--- config.mk ---
export PLATFORM = sky130hd
export DESIGN_NAME = pmqu_unit
export DESIGN_NICKNAME = d
export VERILOG_FILES = /design/src/shared/pmqu_pkg.sv /design/src/hdl/pmqu_fifo.sv /design/src/hdl/pmqu_unit.sv
export SDC_FILE = /design/constraint.sdc
export NUM_CORES = 2
export LEC_CHECK = 0
export BUFFER_PORTS_ARGS = -buffer_cell sky130_fd_sc_hd__buf_2
export CAP_MARGIN = 25
export CORE_UTILIZATION = 40
export DETAILED_ROUTE_END_ITERATION = 10
export PLACE_DENSITY = 0.55
export SETUP_SLACK_MARGIN = 0.1
export SKIP_CTS_REPAIR_TIMING = 1
export SLEW_MARGIN = 20
export SYNTH_ARGS = -nofsm -noshare
export SYNTH_HDL_FRONTEND = slang
export SYNTH_SLANG_ARGS = --single-unit
--- constraint.sdc ---
create_clock -name sys_clk -period 5.9 [get_ports sys_clk]
set_clock_uncertainty 0.2 [all_clocks]
set_input_delay 0 -clock sys_clk [delete_from_list [all_inputs] [get_ports sys_clk]]
set_output_delay 0 -clock sys_clk [all_outputs]
set_load 0.02 [all_outputs]
--- src/shared/pmqu_pkg.sv ---
// Purpose: Constants, types and register map of the PCI message queue unit.
// Assumes: One clock, registers reached over a simple request/acknowledge port.
// Notes: Queue pointers hold word offsets in bits 19:2; base bits 31:20.
// How it works
// - Outbound post status bit tracks non-empty list
// - Outbound post mask bit blocks PCI interrupt
// - Inbound port write stores into inbound post list
// - Retry port accesses until write finishes
// - Local interrupt while inbound post not empty
// - Inbound port read pops inbound free list
// - Outbound port write stores into outbound free
// - Outbound free full raises local system error
// - Outbound port read pops outbound post list
// - PCI interrupt while outbound post not empty
// - Disabled queue discards writes, reads all ones
// - Config bits 5:1 select one-hot FIFO size
// - Device advances its four pointers modulo size
// - Decode enable maps ports and base region
// - Control bit 1 selects local space
// - Prefetch bits fetch from non-empty lists
// - Inbound post status bit, mask blocks interrupt
// - Overflow flag sticky, write one clears
package pmqu_pkg;

  localparam logic [7:0] OFS_OUT_POST_STATUS = 8'h30;
  localparam logic [7:0] OFS_OUT_POST_MASK = 8'h34;
  localparam logic [7:0] OFS_IN_PORT = 8'h40;
  localparam logic [7:0] OFS_OUT_PORT = 8'h44;
  localparam logic [7:0] OFS_CONFIG = 8'hc0;
  localparam logic [7:0] OFS_BASE = 8'hc4;
  localparam logic [7:0] OFS_IN_FREE_HEAD = 8'hc8;
  localparam logic [7:0] OFS_IN_FREE_TAIL = 8'hcc;
  localparam logic [7:0] OFS_IN_POST_HEAD = 8'hd0;
  localparam logic [7:0] OFS_IN_POST_TAIL = 8'hd4;
  localparam logic [7:0] OFS_OUT_FREE_HEAD = 8'hd8;
  localparam logic [7:0] OFS_OUT_FREE_TAIL = 8'hdc;
  localparam logic [7:0] OFS_OUT_POST_HEAD = 8'he0;
  localparam logic [7:0] OFS_OUT_POST_TAIL = 8'he4;
  localparam logic [7:0] OFS_CONTROL = 8'he8;

  localparam int OUT_POST_BIT = 3;
  localparam int CFG_ENABLE = 0;
  localparam int CFG_SIZE_LO = 1;
  localparam int CFG_SIZE_HI = 5;
  localparam int CTRL_DECODE = 0;
  localparam int CTRL_SPACE = 1;
  localparam int CTRL_PF_OUT = 2;
  localparam int CTRL_PF_IN = 3;
  localparam int CTRL_IN_MASK = 4;
  localparam int CTRL_IN_STAT = 5;
  localparam int CTRL_OVF_MASK = 6;
  localparam int CTRL_OVF_STAT = 7;
  localparam int PTR_LO = 2;
  localparam int PTR_HI = 19;
  localparam int BASE_LO = 20;
  localparam int BASE_HI = 31;

  localparam logic [31:0] RESET_VALUE = 32'h00000000;
  localparam logic [31:0] ALL_ONES = 32'hffffffff;
  localparam int CMD_FIFO_DEPTH = 8;

  localparam logic [4:0] SIZE_4K = 5'h01;
  localparam logic [4:0] SIZE_8K = 5'h02;
  localparam logic [4:0] SIZE_16K = 5'h04;
  localparam logic [4:0] SIZE_32K = 5'h08;
  localparam logic [4:0] SIZE_64K = 5'h10;
  localparam logic [17:0] MASK_4K = 18'h00fff;
  localparam logic [17:0] MASK_8K = 18'h01fff;
  localparam logic [17:0] MASK_16K = 18'h03fff;
  localparam logic [17:0] MASK_32K = 18'h07fff;
  localparam logic [17:0] MASK_64K = 18'h0ffff;

  typedef enum logic [2:0] {
    OP_NONE = 3'b000,
    OP_IN_POST_WR = 3'b001,
    OP_OUT_FREE_WR = 3'b010,
    OP_IN_FREE_RD = 3'b011,
    OP_OUT_POST_RD = 3'b100
  } pmqu_op_e;

  typedef struct packed {
    logic write;
    logic spaceSel;
    logic [31:0] addr;
    logic [31:0] data;
  } pmqu_mem_cmd_s;

  localparam int CMD_WIDTH = 66;

endpackage

--- src/hdl/pmqu_fifo.sv ---
// Purpose: Flip-flop FIFO with valid/ready on both sides.
// Assumes: DEPTH is a power of two.
// Notes: Full and empty come from an occupancy count.
`timescale 1ns/1ns
`default_nettype none
module pmqu_fifo #(
  parameter int WIDTH = 66,
  parameter int DEPTH = 8
) (
  input wire logic sys_clk,
  input wire logic resetn,
  input wire logic inValid,
  output logic inReady,
  input wire logic [WIDTH-1:0] inData,
  output logic outValid,
  input wire logic outReady,
  output logic [WIDTH-1:0] outData
);
  localparam int AW = $clog2(DEPTH);
  localparam logic [AW:0] FULL_COUNT = DEPTH[AW:0];

  logic [WIDTH-1:0] store [DEPTH];
  logic [AW-1:0] wrIdx;
  logic [AW-1:0] rdIdx;
  logic [AW:0] count;
  logic push;
  logic pop;

  assign inReady = (count != FULL_COUNT);
  assign outValid = (count != '0);
  assign push = inValid && inReady;
  assign pop = outValid && outReady;
  assign outData = store[rdIdx];

  always_ff @(posedge sys_clk or negedge resetn) begin
    if (!resetn) begin
      wrIdx <= '0;
      rdIdx <= '0;
      count <= '0;
    end else begin
      if (push) begin
        wrIdx <= wrIdx + 1'b1;
      end
      if (pop) begin
        rdIdx <= rdIdx + 1'b1;
      end
      if (push && !pop) begin
        count <= count + 1'b1;
      end else if (pop && !push) begin
        count <= count - 1'b1;
      end
    end
  end

  generate
    for (genvar i = 0; i < DEPTH; i++) begin : g_entry
      always_ff @(posedge sys_clk or negedge resetn) begin
        if (!resetn) begin
          store[i] <= '0;
        end else if (push && wrIdx == AW'(i)) begin
          store[i] <= inData;
        end
      end
    end
  endgenerate
endmodule
`default_nettype wire

--- src/hdl/pmqu_unit.sv ---
// Purpose: Messaging queue unit: queue ports, pointers, status and interrupts.
// Assumes: One local memory operation in flight; memory answers with memDone.
// Notes: Pointers include their list's region offset; address is base | pointer.
`timescale 1ns/1ns
`default_nettype none
module pmqu_unit (
  input wire logic sys_clk,
  input wire logic resetn,
  input wire logic regReq,
  input wire logic regWrite,
  input wire logic [7:0] regAddr,
  input wire logic [31:0] regWdata,
  output logic regAck,
  output logic regRetry,
  output logic [31:0] regRdata,
  output logic memReq,
  input wire logic memReady,
  output pmqu_pkg::pmqu_mem_cmd_s memCmd,
  input wire logic memDone,
  input wire logic [31:0] memRdata,
  output logic pciIrq,
  output logic localIrq,
  output logic localSystemErrorIrq,
  output logic portDecodeEnable,
  output logic pciBaseRegionZeroRemap
);
  logic [31:0] outPostMask;
  logic [5:0] queueCfg;
  logic [11:0] base;
  logic [7:0] control;
  logic [17:0] inFreeHead;
  logic [17:0] inFreeTail;
  logic [17:0] inPostHead;
  logic [17:0] inPostTail;
  logic [17:0] outFreeHead;
  logic [17:0] outFreeTail;
  logic [17:0] outPostHead;
  logic [17:0] outPostTail;
  pmqu_pkg::pmqu_op_e opState;
  logic pfInValid;
  logic pfOutValid;
  logic [31:0] pfInData;
  logic [31:0] pfOutData;

  logic [17:0] sizeMask;
  logic inFreeEmpty;
  logic inPostNotEmpty;
  logic outPostNotEmpty;
  logic outFreeFullAfter;
  logic enabled;
  logic portHit;
  logic portIn;
  logic idle;
  logic cmdReady;
  logic wrHit;
  logic popIn;
  logic popOut;
  logic portRetry;
  logic [31:0] portData;
  pmqu_pkg::pmqu_op_e issueOp;
  pmqu_pkg::pmqu_mem_cmd_s issueCmd;
  logic [31:0] next_rdata;

  function automatic logic [17:0] wrapInc(input logic [17:0] ptr, input logic [17:0] mask);
    wrapInc = (ptr & ~mask) | ((ptr + 18'h00001) & mask);
  endfunction

  function automatic logic [31:0] ptrWord(input logic [17:0] ptr, input logic [11:0] b);
    ptrWord = {b, ptr, 2'b00};
  endfunction

  always_comb begin
    case (queueCfg[pmqu_pkg::CFG_SIZE_HI:pmqu_pkg::CFG_SIZE_LO])
      pmqu_pkg::SIZE_4K: sizeMask = pmqu_pkg::MASK_4K;
      pmqu_pkg::SIZE_8K: sizeMask = pmqu_pkg::MASK_8K;
      pmqu_pkg::SIZE_16K: sizeMask = pmqu_pkg::MASK_16K;
      pmqu_pkg::SIZE_32K: sizeMask = pmqu_pkg::MASK_32K;
      pmqu_pkg::SIZE_64K: sizeMask = pmqu_pkg::MASK_64K;
      default: sizeMask = pmqu_pkg::MASK_4K;
    endcase
  end

  assign inFreeEmpty = (inFreeHead == inFreeTail);
  assign inPostNotEmpty = (inPostHead != inPostTail);
  assign outPostNotEmpty = (outPostHead != outPostTail);
  assign outFreeFullAfter = (wrapInc(wrapInc(outFreeHead, sizeMask), sizeMask) == outFreeTail);

  assign enabled = queueCfg[pmqu_pkg::CFG_ENABLE];
  assign wrHit = regReq && regWrite;
  assign portHit = regReq && control[pmqu_pkg::CTRL_DECODE] &&
                   (regAddr == pmqu_pkg::OFS_IN_PORT || regAddr == pmqu_pkg::OFS_OUT_PORT);
  assign portIn = (regAddr == pmqu_pkg::OFS_IN_PORT);
  assign idle = (opState == pmqu_pkg::OP_NONE) && cmdReady;

  // Port handling and choice of the single memory operation to start
  always_comb begin
    issueOp = pmqu_pkg::OP_NONE;
    portRetry = 1'b0;
    popIn = 1'b0;
    popOut = 1'b0;
    portData = pmqu_pkg::ALL_ONES;
    if (portHit && enabled) begin
      if (!idle) begin
        portRetry = 1'b1;
      end else if (regWrite) begin
        if (portIn) begin
          issueOp = pmqu_pkg::OP_IN_POST_WR;
        end else begin
          issueOp = pmqu_pkg::OP_OUT_FREE_WR;
        end
      end else if (portIn) begin
        if (inFreeEmpty) begin
          portData = pmqu_pkg::ALL_ONES;
        end else if (pfInValid) begin
          portData = pfInData;
          popIn = 1'b1;
        end else begin
          portRetry = 1'b1;
          if (idle) begin
            issueOp = pmqu_pkg::OP_IN_FREE_RD;
          end
        end
      end else begin
        if (!outPostNotEmpty) begin
          portData = pmqu_pkg::ALL_ONES;
        end else if (pfOutValid) begin
          portData = pfOutData;
          popOut = 1'b1;
        end else begin
          portRetry = 1'b1;
          if (idle) begin
            issueOp = pmqu_pkg::OP_OUT_POST_RD;
          end
        end
      end
    end else if (idle && enabled && !portHit) begin
      if (control[pmqu_pkg::CTRL_PF_OUT] && outPostNotEmpty && !pfOutValid) begin
        issueOp = pmqu_pkg::OP_OUT_POST_RD;
      end else if (control[pmqu_pkg::CTRL_PF_IN] && !inFreeEmpty && !pfInValid) begin
        issueOp = pmqu_pkg::OP_IN_FREE_RD;
      end
    end
  end

  always_comb begin
    issueCmd.write = 1'b0;
    issueCmd.spaceSel = control[pmqu_pkg::CTRL_SPACE];
    issueCmd.data = regWdata;
    issueCmd.addr = ptrWord(inFreeTail, base);
    case (issueOp)
      pmqu_pkg::OP_IN_POST_WR: begin
        issueCmd.write = 1'b1;
        issueCmd.addr = ptrWord(inPostHead, base);
      end
      pmqu_pkg::OP_OUT_FREE_WR: begin
        issueCmd.write = 1'b1;
        issueCmd.addr = ptrWord(outFreeHead, base);
      end
      pmqu_pkg::OP_OUT_POST_RD: issueCmd.addr = ptrWord(outPostTail, base);
      pmqu_pkg::OP_IN_FREE_RD: issueCmd.addr = ptrWord(inFreeTail, base);
      default: issueCmd.addr = ptrWord(inFreeTail, base);
    endcase
  end

  pmqu_fifo #(
    .WIDTH(pmqu_pkg::CMD_WIDTH),
    .DEPTH(pmqu_pkg::CMD_FIFO_DEPTH)
  ) u_cmd_fifo (
    .sys_clk(sys_clk),
    .resetn(resetn),
    .inValid(issueOp != pmqu_pkg::OP_NONE),
    .inReady(cmdReady),
    .inData(issueCmd),
    .outValid(memReq),
    .outReady(memReady),
    .outData(memCmd)
  );

  // Operation in flight; cleared when memory reports completion
  always_ff @(posedge sys_clk or negedge resetn) begin
    if (!resetn) begin
      opState <= pmqu_pkg::OP_NONE;
    end else if (issueOp != pmqu_pkg::OP_NONE) begin
      opState <= issueOp;
    end else if (memDone) begin
      opState <= pmqu_pkg::OP_NONE;
    end
  end

  // Prefetch holding registers, dropped when software moves the tail
  always_ff @(posedge sys_clk or negedge resetn) begin
    if (!resetn) begin
      pfInValid <= 1'b0;
      pfOutValid <= 1'b0;
      pfInData <= pmqu_pkg::RESET_VALUE;
      pfOutData <= pmqu_pkg::RESET_VALUE;
    end else begin
      if (memDone && opState == pmqu_pkg::OP_IN_FREE_RD) begin
        pfInValid <= 1'b1;
        pfInData <= memRdata;
      end else if (popIn || !enabled || (wrHit && regAddr == pmqu_pkg::OFS_IN_FREE_TAIL)) begin
        pfInValid <= 1'b0;
      end
      if (memDone && opState == pmqu_pkg::OP_OUT_POST_RD) begin
        pfOutValid <= 1'b1;
        pfOutData <= memRdata;
      end else if (popOut || !enabled || (wrHit && regAddr == pmqu_pkg::OFS_OUT_POST_TAIL)) begin
        pfOutValid <= 1'b0;
      end
    end
  end

  // Software-owned configuration registers
  always_ff @(posedge sys_clk or negedge resetn) begin
    if (!resetn) begin
      outPostMask <= pmqu_pkg::RESET_VALUE;
      queueCfg <= '0;
      base <= '0;
    end else if (wrHit) begin
      case (regAddr)
        pmqu_pkg::OFS_OUT_POST_MASK: outPostMask[pmqu_pkg::OUT_POST_BIT] <=
          regWdata[pmqu_pkg::OUT_POST_BIT];
        pmqu_pkg::OFS_CONFIG: queueCfg <= regWdata[5:0];
        pmqu_pkg::OFS_BASE: base <= regWdata[pmqu_pkg::BASE_HI:pmqu_pkg::BASE_LO];
        default: base <= base;
      endcase
    end
  end

  // Pointers kept by software alone
  always_ff @(posedge sys_clk or negedge resetn) begin
    if (!resetn) begin
      inFreeHead <= '0;
      inPostTail <= '0;
      outFreeTail <= '0;
      outPostHead <= '0;
    end else if (wrHit) begin
      case (regAddr)
        pmqu_pkg::OFS_IN_FREE_HEAD: inFreeHead <= regWdata[pmqu_pkg::PTR_HI:pmqu_pkg::PTR_LO];
        pmqu_pkg::OFS_IN_POST_TAIL: inPostTail <= regWdata[pmqu_pkg::PTR_HI:pmqu_pkg::PTR_LO];
        pmqu_pkg::OFS_OUT_FREE_TAIL: outFreeTail <= regWdata[pmqu_pkg::PTR_HI:pmqu_pkg::PTR_LO];
        pmqu_pkg::OFS_OUT_POST_HEAD: outPostHead <= regWdata[pmqu_pkg::PTR_HI:pmqu_pkg::PTR_LO];
        default: inFreeHead <= inFreeHead;
      endcase
    end
  end

  // Pointers the unit advances; hardware advance wins over a software write
  always_ff @(posedge sys_clk or negedge resetn) begin
    if (!resetn) begin
      inFreeTail <= '0;
      inPostHead <= '0;
      outFreeHead <= '0;
      outPostTail <= '0;
    end else begin
      if (popIn) begin
        inFreeTail <= wrapInc(inFreeTail, sizeMask);
      end else if (wrHit && regAddr == pmqu_pkg::OFS_IN_FREE_TAIL) begin
        inFreeTail <= regWdata[pmqu_pkg::PTR_HI:pmqu_pkg::PTR_LO];
      end
      if (memDone && opState == pmqu_pkg::OP_IN_POST_WR) begin
        inPostHead <= wrapInc(inPostHead, sizeMask);
      end else if (wrHit && regAddr == pmqu_pkg::OFS_IN_POST_HEAD) begin
        inPostHead <= regWdata[pmqu_pkg::PTR_HI:pmqu_pkg::PTR_LO];
      end
      if (memDone && opState == pmqu_pkg::OP_OUT_FREE_WR) begin
        outFreeHead <= wrapInc(outFreeHead, sizeMask);
      end else if (wrHit && regAddr == pmqu_pkg::OFS_OUT_FREE_HEAD) begin
        outFreeHead <= regWdata[pmqu_pkg::PTR_HI:pmqu_pkg::PTR_LO];
      end
      if (popOut) begin
        outPostTail <= wrapInc(outPostTail, sizeMask);
      end else if (wrHit && regAddr == pmqu_pkg::OFS_OUT_POST_TAIL) begin
        outPostTail <= regWdata[pmqu_pkg::PTR_HI:pmqu_pkg::PTR_LO];
      end
    end
  end

  // Queue control: plain bits, overflow flag with set beating clear
  always_ff @(posedge sys_clk or negedge resetn) begin
    if (!resetn) begin
      control <= '0;
    end else begin
      if (wrHit && regAddr == pmqu_pkg::OFS_CONTROL) begin
        control[4:0] <= regWdata[4:0];
        control[pmqu_pkg::CTRL_OVF_MASK] <= regWdata[pmqu_pkg::CTRL_OVF_MASK];
      end
      if (memDone && opState == pmqu_pkg::OP_OUT_FREE_WR && outFreeFullAfter) begin
        control[pmqu_pkg::CTRL_OVF_STAT] <= 1'b1;
      end else if (wrHit && regAddr == pmqu_pkg::OFS_CONTROL &&
                   regWdata[pmqu_pkg::CTRL_OVF_STAT]) begin
        control[pmqu_pkg::CTRL_OVF_STAT] <= 1'b0;
      end
    end
  end

  always_comb begin
    next_rdata = pmqu_pkg::RESET_VALUE;
    case (regAddr)
      pmqu_pkg::OFS_OUT_POST_STATUS: next_rdata[pmqu_pkg::OUT_POST_BIT] = outPostNotEmpty;
      pmqu_pkg::OFS_OUT_POST_MASK: next_rdata[pmqu_pkg::OUT_POST_BIT] =
        outPostMask[pmqu_pkg::OUT_POST_BIT];
      pmqu_pkg::OFS_IN_PORT: next_rdata = (portHit && enabled) ? portData :
        (control[pmqu_pkg::CTRL_DECODE] ? pmqu_pkg::ALL_ONES : pmqu_pkg::RESET_VALUE);
      pmqu_pkg::OFS_OUT_PORT: next_rdata = (portHit && enabled) ? portData :
        (control[pmqu_pkg::CTRL_DECODE] ? pmqu_pkg::ALL_ONES : pmqu_pkg::RESET_VALUE);
      pmqu_pkg::OFS_CONFIG: next_rdata[5:0] = queueCfg;
      pmqu_pkg::OFS_BASE: next_rdata = {base, 20'h00000};
      pmqu_pkg::OFS_IN_FREE_HEAD: next_rdata = ptrWord(inFreeHead, base);
      pmqu_pkg::OFS_IN_FREE_TAIL: next_rdata = ptrWord(inFreeTail, base);
      pmqu_pkg::OFS_IN_POST_HEAD: next_rdata = ptrWord(inPostHead, base);
      pmqu_pkg::OFS_IN_POST_TAIL: next_rdata = ptrWord(inPostTail, base);
      pmqu_pkg::OFS_OUT_FREE_HEAD: next_rdata = ptrWord(outFreeHead, base);
      pmqu_pkg::OFS_OUT_FREE_TAIL: next_rdata = ptrWord(outFreeTail, base);
      pmqu_pkg::OFS_OUT_POST_HEAD: next_rdata = ptrWord(outPostHead, base);
      pmqu_pkg::OFS_OUT_POST_TAIL: next_rdata = ptrWord(outPostTail, base);
      pmqu_pkg::OFS_CONTROL: begin
        next_rdata[7:0] = control;
        next_rdata[pmqu_pkg::CTRL_IN_STAT] = inPostNotEmpty;
      end
      default: next_rdata = pmqu_pkg::RESET_VALUE;
    endcase
  end

  // Register port answer, one cycle after the request
  always_ff @(posedge sys_clk or negedge resetn) begin
    if (!resetn) begin
      regAck <= 1'b0;
      regRetry <= 1'b0;
      regRdata <= pmqu_pkg::RESET_VALUE;
    end else begin
      regAck <= regReq && !portRetry;
      regRetry <= regReq && portRetry;
      if (regReq && !regWrite) begin
        regRdata <= next_rdata;
      end
    end
  end

  // Interrupt and decode outputs
  always_ff @(posedge sys_clk or negedge resetn) begin
    if (!resetn) begin
      pciIrq <= 1'b0;
      localIrq <= 1'b0;
      localSystemErrorIrq <= 1'b0;
      portDecodeEnable <= 1'b0;
      pciBaseRegionZeroRemap <= 1'b0;
    end else begin
      pciIrq <= outPostNotEmpty && !outPostMask[pmqu_pkg::OUT_POST_BIT];
      localIrq <= inPostNotEmpty && !control[pmqu_pkg::CTRL_IN_MASK];
      localSystemErrorIrq <= control[pmqu_pkg::CTRL_OVF_STAT] &&
                             !control[pmqu_pkg::CTRL_OVF_MASK];
      portDecodeEnable <= control[pmqu_pkg::CTRL_DECODE];
      pciBaseRegionZeroRemap <= control[pmqu_pkg::CTRL_DECODE];
    end
  end
endmodule
`default_nettype wire

==> impl_results.md <==
- Yosys cell types: 86
- Top delay family on crit path: simple AND/OR/NAND/NOR gates
- Yosys reg bits: 799
- Violated checks: design-rule violations, negative hold slack
- Reg2reg start: outPostTail[9]
- Crit path from: outPostTail[9]
- Final Wtd Congestion: 0.9437
- First-pass GRT wire length: between 150 and 200 mm
- Hold Crit Class: input pin to register
- Starting DRT DRC Count: 2473
- Setup crit end: u_cmd_fifo.count[3]
- Setup crit start kind: register
- Area Overhead vs Synth: 16.17%
- Die extent in x: 315.0 um
- Layout cell share with drive strength beyond 1: 0.3251
- Top cells by area, synth: dfrtp_1, mux2_2, mux2_1
- CTS tree: built
- Clock Pin Slew Worst Setup and Hold Paths: 0.06 ns
- Wire per inst: 28.39 um
- Placed cell area: slightly above 40000 um2
- Syn Inst Count: approximately 3000
- Outcome: finished with violations
- IO Pins: 184
- CTS Buf Count: 91
- Crit. End Element: register
- Tmin final: 4.611 ns
- Vias in the first global route: approximately 28000
- Layout net count: 3270
- DIE AREA: 99200 um2
- Peak Freq: 216.9 MHz
- Setup violators final: 0
- Root buf cell: clkbuf_16
- Core area: 96850 um2
- Peak supply drop: 233.5 uV
- Total Wirelength: 128.7 mm
- Pwr Density: 294.6 nW/um2
- Commonest cells post-synth: dfrtp_1, mux2_2, mux2_1, clkbuf_1, nand2_1
- Total Routing Usage GR: 0.2598
- Worst-path fanout max: 39
- Slowest stage cell, crit path: nor3_1
- Largest net degree at the start of global routing: 177
- Most common cell in the netlist: dfrtp_1
- Vias: ~27000
- Post-synth top area cell: dfrtp_1
- Least-Margin Pin Slew: 1.002 ns
- Worst path bufs/invs: 1
- Fraction of registers with async set/reset: 1.000
- Area share of the largest cell type after synthesis: 0.5104
- Post-synth EDFFs: 0
- Fill cells: approximately 8500
- Worst slew margin: 0.3303
- Syn. warnings: 0
- Worst skew pair latency: 0.67 ns
- R2r endpoint: u_cmd_fifo.count[3]
- Worst Setup Path Type: register to register
- Initial antenna violation count: 7
- Vias/cell: 5.964
- Post-route DRC: 48
- Leakage Power: 0.02187 uW
- Mapped Area: around 40000 um2
- Antenna-violating nets left: 0
- Final HPWL DP: between 80 and 90 mm
- IO Port Bufs: about 180
- CP cell instances: xnor2_1, nand4_1, nor3_1, and2_1, or4_4, o21a_1, nand2_1, ha_1, inv_1, ha_1, a21o_1, a21oi_1, xnor2_1, nor2_1, xor2_1
- Clk sinks: 799
- H-Tree Depth: 3
- Pre-Repair DR Iteration Count: 11
- Rows: 114
- Seq/Total Area, Yosys: 0.5104
- Dominant synthesized flop cell: dfrtp_1
- R2r setup slk: 1.29 ns
- CP arrival: 4.96 ns
- RSZ-0062 raised after global routing: no
- Clock Tree Buf Depth: 3
- Data required time of the worst path: 6.25 ns
- Global route overflow: 0
- Syn Area/Cell: 13.22 um2
- WHS: -0.03887 ns
- Final hold viol count: 5
- Stages on the worst setup path: 15
- Fin crit share: 0.7815
- Initial Util: 0.4045
- Critical path's largest stage delay: approximately 0.57 ns
- Max-cap violation count: 0
- Max Slew Vio Count: 0
- Final Cell Area: 45510 um2
- R2R cell count: 15
- Setup TNS: 0 ns
- Die Y: around 310 um
-- registers in the layout, summed over array words and instances, names as in the netlist, 6 cells and up, named ones only --
signal            flops
outPostHead          18
base                 12
inFreeTail           14
outFreeTail          18
outPostTail          14
queueCfg              6
outFreeHead          18
pfInData             32
inPostTail           18
pfOutData            32
inFreeHead           18
control               7
inPostHead           14
regRdata             32
u_cmd_fifo.store    512
-- cell usage in the layout, fill, tap and decap left out, drive strengths merged, types with 44 or more instances in the layout --
master,instances
a21oi,64
mux4,128
mux2,741
nand3,65
dlygate4sd3,111
o21ai,79
nand2,140
xor2,44
dfrtp,799
xnor2,53
nor2,105
buf,256
clkbuf,133
-- worst register-to-register path, cell delays in order (launching register included) --
cell	delay [ns]
dfrtp_1	0.49
xnor2_1	0.31
nand4_1	0.14
nor3_1	0.57
and2_1	0.39
or4_4	0.53
o21a_1	0.35
nand2_1	0.17
ha_1	0.27
inv_1	0.12
ha_1	0.24
a21o_1	0.18
a21oi_1	0.18
xnor2_1	0.14
nor2_1	0.07
xor2_1	0.14
-- layer usage --
metal / up-vias / GRT usage / routed length, um
met1: 14370 / 0.3670 / 57030
met5: - / 0 / 23
li1: 11510 / - / -
met4: 4 / 0.09962 / 5078
met2: 894 / 0.4004 / 58440
met3: 260 / 0.04263 / 8126
-- cells by family after synthesis --
kind of cell | count (synthesis) | synth area share
xor gates and xnor gates | 97 | 0.02169
AOI/OAI and AO/OA | 420 | 0.07933
muxes | 874 | 0.2879
DFF | 799 | 0.5104
other | 1 | 0.00009572
buffers and inverters | 272 | 0.03395
and+or+nand+nor | 484 | 0.06142
adders and majority gates | 16 | 0.005302
-- power breakdown --
part           total [uW]  leakage [uW]  switching [uW]  internal [uW]
logic                1650       0.00928             950            703
clock network        5840       0.00153            2390           3440
registers            5920        0.0111             331           5590
total               13400        0.0219            3680           9730
-- per-stage QoR --
step	utilization	power (uW)	cells	setup slack [ns]
floorplan	-	6947	2964	2.342
global placement	0.4254	7604	4244	1.302
detailed placement	0.4255	7626	4245	1.358
CTS	0.4577	13500	4413	1.343
global route	0.4698	13910	4529	1.098
finish	0.4699	13410	4533	1.289
-- worst min-delay path by stage --
stage | cells after the start | slack, ns | endpoint | from
2_1_floorplan | 0 | -0.50 | asynchronous set/reset pin | resetn
3_3_place_gp | 1 | -0.11 | pfOutData[5] | resetn
3_5_place_dp | 1 | -0.11 | pfInData[2] | resetn
4_1_cts | 1 | -0.81 | pfInData[4] | resetn
5_1_grt | 3 | -0.008 | pfInData[10] | memRdata[10]
6_report | 5 | -0.04 | regRdata[12] | regAddr[2]
-- cell type report --
type,instances,area (um2),area share
sequential,799,20010,0.4396
multi-input combinational,1893,17920,0.3938
timing repair buffer,367,2768,0.06081
clock buffer,133,2686,0.05902
tap,1276,1597,0.03508
clock inverter,35,429.2,0.009430
inverter,24,90.09,0.001979
antenna,6,15.01,0.0003299
Power figures use the tool's default switching activity.
